## src/rtl/usbotg_defs.svh

```systemverilog
// Constants for the USB line termination control block.
// Assumes inclusion by bare name from rtl/ design files.
`ifndef USBOTG_DEFS_SVH
`define USBOTG_DEFS_SVH

`define USBOTG_ADDR_W         12
`define USBOTG_CTRL_OFFSET    12'h000
`define USBOTG_CTRL_W         8
`define USBOTG_CTRL_RESET     8'h00
`define USBOTG_BIT_DP_PU      7
`define USBOTG_BIT_DM_PU      6
`define USBOTG_BIT_DP_PD      5
`define USBOTG_BIT_DM_PD      4
`define USBOTG_BIT_VBUS_ON    3
`define USBOTG_BIT_OVERRIDE   2
`define USBOTG_BIT_CHARGE     1
`define USBOTG_BIT_DISCHARGE  0
`define USBOTG_PULL_LSB       4
`define USBOTG_PULL_MSB       7
`define USBOTG_RESP_OKAY      2'h0
`define USBOTG_RESP_SLVERR    2'h2

`endif

```

## src/rtl/usbotg_pkg.sv

```systemverilog
// Types shared by the USB line termination control block.
// Assumes usbotg_defs.svh is compiled alongside.
package usbotg_pkg;

    // Order matches control bits 7 down to 4
    typedef struct packed {
        logic dplus_pullup_en;
        logic dminus_pullup_en;
        logic dplus_pulldown_en;
        logic dminus_pulldown_en;
    } usbotg_pull_t;

    typedef struct packed {
        logic vbus_supply_on;
        logic vbus_charge_en;
        logic vbus_discharge_en;
    } usbotg_vbus_t;

    typedef struct packed {
        logic         awready;
        logic         wready;
        logic         bvalid;
        logic [1:0]   bresp;
        logic         arready;
        logic         rvalid;
        logic [1:0]   rresp;
        logic [31:0]  rdata;
        logic [11:0]  aw_addr;
        logic         aw_got;
        logic [31:0]  w_data;
        logic [3:0]   w_strb;
        logic         w_got;
        logic [7:0]   ctrl;
        usbotg_pull_t pull;
        usbotg_vbus_t vbus;
    } usbotg_state_t;

endpackage : usbotg_pkg

```

## src/rtl/usbotg_line_ctrl.sv

```systemverilog
// USB line termination and VBUS control, AXI4-Lite slave top.
// Assumes one clock; hardware pull requests are on that clock.
//
// Behaviour
// - Bits 31 to 8 read as zero
// - Bit 7 drives D+ pull-up enable
// - Bit 6 drives D- pull-up enable
// - Bit 5 drives D+ pull-down enable
// - Bit 4 drives D- pull-down enable
// - Bit 3 powers VBUS
// - Override one: pulls follow register bits
// - Override zero: pulls follow USB hardware
// - Bit 1 charges VBUS through resistor
// - Bit 0 discharges VBUS through resistor
//
// The address map and the AXI4-Lite interface to the registers were left to the implementer.
`include "usbotg_defs.svh"
`timescale 1ns/1ps
`default_nettype none

module usbotg_line_ctrl #(
    parameter int ADDR_W = `USBOTG_ADDR_W
) (
    input  wire logic                     aclk,
    input  wire logic                     aresetn,
    input  wire logic [ADDR_W-1:0]        s_axi_awaddr,
    input  wire logic                     s_axi_awvalid,
    output wire logic                     s_axi_awready,
    input  wire logic [31:0]              s_axi_wdata,
    input  wire logic [3:0]               s_axi_wstrb,
    input  wire logic                     s_axi_wvalid,
    output wire logic                     s_axi_wready,
    output wire logic [1:0]               s_axi_bresp,
    output wire logic                     s_axi_bvalid,
    input  wire logic                     s_axi_bready,
    input  wire logic [ADDR_W-1:0]        s_axi_araddr,
    input  wire logic                     s_axi_arvalid,
    output wire logic                     s_axi_arready,
    output wire logic [31:0]              s_axi_rdata,
    output wire logic [1:0]               s_axi_rresp,
    output wire logic                     s_axi_rvalid,
    input  wire logic                     s_axi_rready,
    input  wire usbotg_pkg::usbotg_pull_t hw_pull,
    output wire usbotg_pkg::usbotg_pull_t line_pull,
    output wire usbotg_pkg::usbotg_vbus_t line_vbus
);
    import usbotg_pkg::*;

    usbotg_state_t s_reg;
    usbotg_state_t s_next;
    logic [31:0]   cur_word;
    logic [31:0]   merged;
    usbotg_pull_t  sw_pull;
    usbotg_pull_t  pull_sel;
    logic [7:0]    ctrl_new;
    logic          wr_hit;
    logic          rd_hit;

    // Only the low 8 bits exist; upper bits read as zero
    assign cur_word = {24'h000000, s_reg.ctrl};

    usbotg_wmerge u_wmerge (
        .old_word (cur_word),
        .wdata    (s_reg.w_data),
        .wstrb    (s_reg.w_strb),
        .merged   (merged)
    );

    // Word compare; address bits 1:0 ignored
    assign wr_hit = s_reg.aw_addr[ADDR_W-1:2] ==
                    (ADDR_W-2)'(`USBOTG_CTRL_OFFSET >> 2);
    assign rd_hit = s_axi_araddr[ADDR_W-1:2] ==
                    (ADDR_W-2)'(`USBOTG_CTRL_OFFSET >> 2);

    // Write commits when address and data are both held
    always_comb begin
        ctrl_new = s_reg.ctrl;
        if (s_reg.aw_got && s_reg.w_got && !s_reg.bvalid && wr_hit) begin
            ctrl_new = merged[7:0];
        end
    end

    // Pull bits 7..4 in register order
    assign sw_pull = ctrl_new[`USBOTG_PULL_MSB:`USBOTG_PULL_LSB];

    usbotg_pull_sel u_pull_sel (
        .pull_sw_override (ctrl_new[`USBOTG_BIT_OVERRIDE]),
        .sw_pull          (sw_pull),
        .hw_pull          (hw_pull),
        .pull_sel         (pull_sel)
    );

    always_comb begin
        s_next = s_reg;
        // Address and data accepted in either order
        if (s_axi_awvalid && s_reg.awready) begin
            s_next.aw_addr = 12'(s_axi_awaddr);
            s_next.aw_got  = 1'b1;
            s_next.awready = 1'b0;
        end
        if (s_axi_wvalid && s_reg.wready) begin
            s_next.w_data = s_axi_wdata;
            s_next.w_strb = s_axi_wstrb;
            s_next.w_got  = 1'b1;
            s_next.wready = 1'b0;
        end
        if (s_reg.aw_got && s_reg.w_got && !s_reg.bvalid) begin
            s_next.bvalid = 1'b1;
            s_next.bresp  = wr_hit ? `USBOTG_RESP_OKAY
                                   : `USBOTG_RESP_SLVERR;
            s_next.aw_got = 1'b0;
            s_next.w_got  = 1'b0;
        end
        // Ready stays low until the response is taken: one write at a time
        if (s_reg.bvalid && s_axi_bready) begin
            s_next.bvalid  = 1'b0;
            s_next.awready = 1'b1;
            s_next.wready  = 1'b1;
        end
        if (s_axi_arvalid && s_reg.arready) begin
            s_next.arready = 1'b0;
            s_next.rvalid  = 1'b1;
            s_next.rdata   = rd_hit ? cur_word : 32'h00000000;
            s_next.rresp   = rd_hit ? `USBOTG_RESP_OKAY
                                    : `USBOTG_RESP_SLVERR;
        end
        if (s_reg.rvalid && s_axi_rready) begin
            s_next.rvalid  = 1'b0;
            s_next.arready = 1'b1;
        end
        s_next.ctrl = ctrl_new;
        // Pins registered so they change with the control bits
        s_next.pull = pull_sel;
        s_next.vbus.vbus_supply_on    = ctrl_new[`USBOTG_BIT_VBUS_ON];
        s_next.vbus.vbus_charge_en    = ctrl_new[`USBOTG_BIT_CHARGE];
        s_next.vbus.vbus_discharge_en = ctrl_new[`USBOTG_BIT_DISCHARGE];
    end

    always_ff @(posedge aclk) begin
        if (!aresetn) begin
            s_reg         <= '0;
            s_reg.ctrl    <= `USBOTG_CTRL_RESET;
            s_reg.awready <= 1'b1;
            s_reg.wready  <= 1'b1;
            s_reg.arready <= 1'b1;
        end else begin
            s_reg <= s_next;
        end
    end

    assign s_axi_awready = s_reg.awready;
    assign s_axi_wready  = s_reg.wready;
    assign s_axi_bvalid  = s_reg.bvalid;
    assign s_axi_bresp   = s_reg.bresp;
    assign s_axi_arready = s_reg.arready;
    assign s_axi_rvalid  = s_reg.rvalid;
    assign s_axi_rresp   = s_reg.rresp;
    assign s_axi_rdata   = s_reg.rdata;
    assign line_pull     = s_reg.pull;
    assign line_vbus     = s_reg.vbus;

endmodule : usbotg_line_ctrl

`default_nettype wire

```

## src/rtl/usbotg_pull_sel.sv

```systemverilog
// Selects the source of the four data-line pull enables.
// Assumes hardware requests come from logic on the same clock.
`timescale 1ns/1ps
`default_nettype none

module usbotg_pull_sel (
    input  wire logic                   pull_sw_override,
    input  wire usbotg_pkg::usbotg_pull_t sw_pull,
    input  wire usbotg_pkg::usbotg_pull_t hw_pull,
    output var  usbotg_pkg::usbotg_pull_t pull_sel
);
    import usbotg_pkg::*;
    logic [3:0] sw_v;
    logic [3:0] hw_v;
    logic [3:0] sel_v;

    assign sw_v = sw_pull;
    assign hw_v = hw_pull;

    genvar i;
    generate
        for (i = 0; i < 4; i = i + 1) begin : g_pull
            // Software or controller drives each pull
            assign sel_v[i] = pull_sw_override ? sw_v[i] : hw_v[i];
        end
    endgenerate

    assign pull_sel = sel_v;
endmodule : usbotg_pull_sel

`default_nettype wire

```

## src/rtl/usbotg_wmerge.sv

```systemverilog
// Byte-strobe merge of AXI write data onto a stored word.
// Assumes a 32-bit data path with one strobe per byte.
`timescale 1ns/1ps
`default_nettype none

module usbotg_wmerge (
    input  wire logic [31:0] old_word,
    input  wire logic [31:0] wdata,
    input  wire logic [3:0]  wstrb,
    output wire logic [31:0] merged
);
    genvar i;
    generate
        for (i = 0; i < 4; i = i + 1) begin : g_byte
            assign merged[8*i +: 8] = wstrb[i] ? wdata[8*i +: 8]
                                               : old_word[8*i +: 8];
        end
    endgenerate
endmodule : usbotg_wmerge

`default_nettype wire
```

## config.mk

```make
export PLATFORM = sky130hd
export DESIGN_NAME = usbotg_line_ctrl
export DESIGN_NICKNAME = d
export VERILOG_FILES = /design/src/rtl/usbotg_pkg.sv /design/src/rtl/usbotg_line_ctrl.sv /design/src/rtl/usbotg_pull_sel.sv /design/src/rtl/usbotg_wmerge.sv
export VERILOG_INCLUDE_DIRS = /design/src /design/src/rtl
export SDC_FILE = /design/constraint.sdc
export NUM_CORES = 1
export LEC_CHECK = 0
export ABC_AREA = 1
export BUFFER_PORTS_ARGS = -buffer_cell sky130_fd_sc_hd__buf_2
export CORE_ASPECT_RATIO = 2
export CORE_MARGIN = 1.5
export CORE_UTILIZATION = 50
export CTS_BUF_LIST = sky130_fd_sc_hd__clkbuf_4 sky130_fd_sc_hd__clkbuf_8
export DETAILED_ROUTE_END_ITERATION = 8
export HOLD_SLACK_MARGIN = 0.08
export PLACE_DENSITY = 0.92
export SLEW_MARGIN = 20
export SYNTH_ARGS = -nofsm -noshare
export SYNTH_HDL_FRONTEND = slang
export SYNTH_SLANG_ARGS = --single-unit
```

## constraint.sdc

```tcl
create_clock -name aclk -period 2.1 [get_ports aclk]
set_clock_uncertainty 0.05 [all_clocks]
set_input_delay 0.525 -clock aclk [delete_from_list [all_inputs] [get_ports aclk]]
set_output_delay 0.525 -clock aclk [all_outputs]
set_load 0.005 [all_outputs]
```

==> results.cfg <==
[route]
vias = 1804
drc = 0
drt-wirelength-per-cell_microns = 10.2
dr.pass1.iters = 4
ant_nets = 0
via_per_inst = 4.51
drt_wl_total_microns = 4090
drt_iter0_markers = 14

[setup_path]
path_max_fanout = 3
reg2reg_setup_slack_ns = 0.76
endpoint_kind = primary output
worstRegToRegCells = 8
crit_path_start_kind = register
cp.arrival_ns = 0.80
cp-startpoint = cur_word[3]$_SDFFE_PN0P_
required_ns = 1.52
crit_slowest_cell = dfxtp_1
r2r_start = s_axi_bvalid$_SDFFE_PP0P_
r2r-end = line_pull[1]$_SDFF_PN0_
max_stage_delay_ns = 0.37
path_cells = buf_2
path_class = register to primary output
worst-path-stages = 1
crit_family = flip-flops
worst-path-buf-inv = 1

[timing]
whs_ns = 0.403
finalCriticalPeriod_ns = 1.38
maxSlewViolCount = 0
rsz0062_at_grt = false
setup_violations = 0
slew_headroom_pct = 67.0
clock.fmax_ghz = 0.726
period_share_pct = 65.6
final-hold-violation-count = 0
tightestPinTransition_ns = 0.491
tns_ns = 0

[yosys]
yosysWarnings = 0
synth_top_area_share_pct = 42.6
synth_area_leader_cell = dfxtp_1
seq_area_frac_synth_pct = 42.6
avgSynthCellArea_sq_um = 7.54
synthArstFlopShare_pct = 0
syn_area_sq_um = 2250
synth_cell_types = 24
synth.most_common_cell = nor2_1
synth-seq-cells = 48
netlist_instances = 299
yosys-top-cells-count = 50 x nor2_1, 48 x dfxtp_1, 48 x nand2_1, 44 x buf_4, 26 x inv_1
ys.flop_type = dfxtp_1
synth-edff-count = 0
synth_area_leaders = dfxtp_1 43%, buf_4 15%, nor2_1 8.3%

[global_routing]
grt_pass1_wl_microns = 6930
grt-ovfl-total = 0
grt_usage_pct = 17.9
grt_max_degree = 29
antenna_found_initial = 0
grt_pass1_vias = 1741

[final_layout]
nFillCells = 429
largest_reg_flops = 21
final_nets = 416
num_antenna_cells = 0
multi_input_area_sq_um = 913
seqCellArea_sq_um = 961
areaGrowthSynthToFinish_pct = 10.8
drive_gt1_share_pct = 24.3

[placed_design]
place_congestion = 0.822
portBuffers = 61
post-dp-hpwl_microns = 3340

[die]
io_pins = 119
die_w_microns = 50.5
fp.dieArea_sq_um = 4950
rows = 34
die_h_microns = 98.0
start_util_pct = 52.0
fp.coreArea_sq_um = 4340

[cts]
cts_sinks = 48
cts_resized = 0
postCtsSetupRepairBufs = 0
clock_latency_ns = 0.30
cts_buffer_depth = 2
postCtsHoldBufs = 0
htree_num_levels = 2
cts-root-buf = clkbuf_8
clk_pin_slew_ns = 0.08
cts_tree = done
numCtsBuffers = 5

[flow_run]
maxCapViolations = 0

[min_path]
min_path_cells = 2
hp-class = register to register
holdPathEnd = s_reg[56]$_SDFFE_PN0P_
hold_start = s_reg[56]$_SDFFE_PN0P_

[power_and_ir_drop]
p_leak_nw = 1.26
ir_drop_v = 0.000796
total_power_mw = 1.87
p_per_area_nw_per_um2 = 751

[run_status]
status = completed
-- worst max-delay path by stage --
stage / end / slack, ns
floorplan: s_axi_rdata[0]$_SDFFE_PN0P_ / 0.70
global placement: s_axi_rdata[0]$_SDFFE_PN0P_ / 0.50
detailed placement: s_axi_rdata[3]$_SDFFE_PN0P_ / 0.48
CTS: s_axi_bvalid / 0.72
global route: cur_word[3]$_SDFFE_PN0P_ / 0.61
finish: line_vbus[2] / 0.72
-- metal layers --
metal / wire length, microns / part of all wire [%] / global-route usage [%] / vias to the layer above
met5: 0 / 0 / 0 / -
met4: 110 / 2.7 / 8.73 / 0
met3: 209 / 5.1 / 4.43 / 9
met2: 2410 / 59 / 35.4 / 55
met1: 1370 / 33 / 15.4 / 785
li1: - / - / - / 955
-- per-stage QoR --
| step | area (sq um) | util, % | worst slack (ns) | cells |
|---|---|---|---|---|
| finish | 2500 | 57.6 | 0.722 | 400 |
| global route | 2500 | 57.6 | 0.609 | 400 |
| CTS | 2500 | 57.6 | 0.725 | 400 |
| detailed placement | 2390 | 55.0 | 0.480 | 392 |
| global placement | 2390 | 55.0 | 0.502 | 392 |
| floorplan | 2350 | - | 0.697 | 324 |
-- worst min-delay path, stage by stage (launching register included) --
cell     delay [ns]
dfxtp_1        0.30
inv_1          0.06
a21oi_1        0.05
-- cells in the final DEF, fill, tap and decap left out --
cell type  instances
a21boi_0           1
a21oi_1           21
a31oi_1            1
buf_2             61
buf_4              4
bufinv_16          1
clkbuf_4           1
clkbuf_8           5
clkinv_1           1
clkinv_2           1
conb_1            26
dfxtp_1           48
inv_1             26
inv_2              2
nand2_1           48
nand2_4            3
nand3_1           13
nand3_2            1
nor2_1            50
nor2_4             3
nor3_1             1
nor3_4             1
nor4_4             1
o21a_1             5
o21ai_0           20
or2_1              1
-- logic make-up after synthesis --
group / Yosys count / synth area share [%]
flops: 48 / 42.6
other cells: 1 / 0.166
buf+inv: 80 / 21.0
compound gates: 48 / 11.4
simple gates: 122 / 24.8
-- layout make-up --
cell class / count / area share, %
clock inverters: 2 / 1.40
well taps: 54 / 2.71
inverters: 29 / 4.36
flip-flops and latches: 48 / 38.5
clock buffers: 6 / 3.06
multi-input cells: 196 / 36.6
repair buffers: 65 / 13.4
-- power by group --
part           switching [mW]  total [mW]  internal (mW)
registers              0.0288       0.991          0.962
clock network           0.288       0.654          0.366
logic                   0.137       0.230         0.0922
Note: power is estimated with default switching activity, not from simulation.
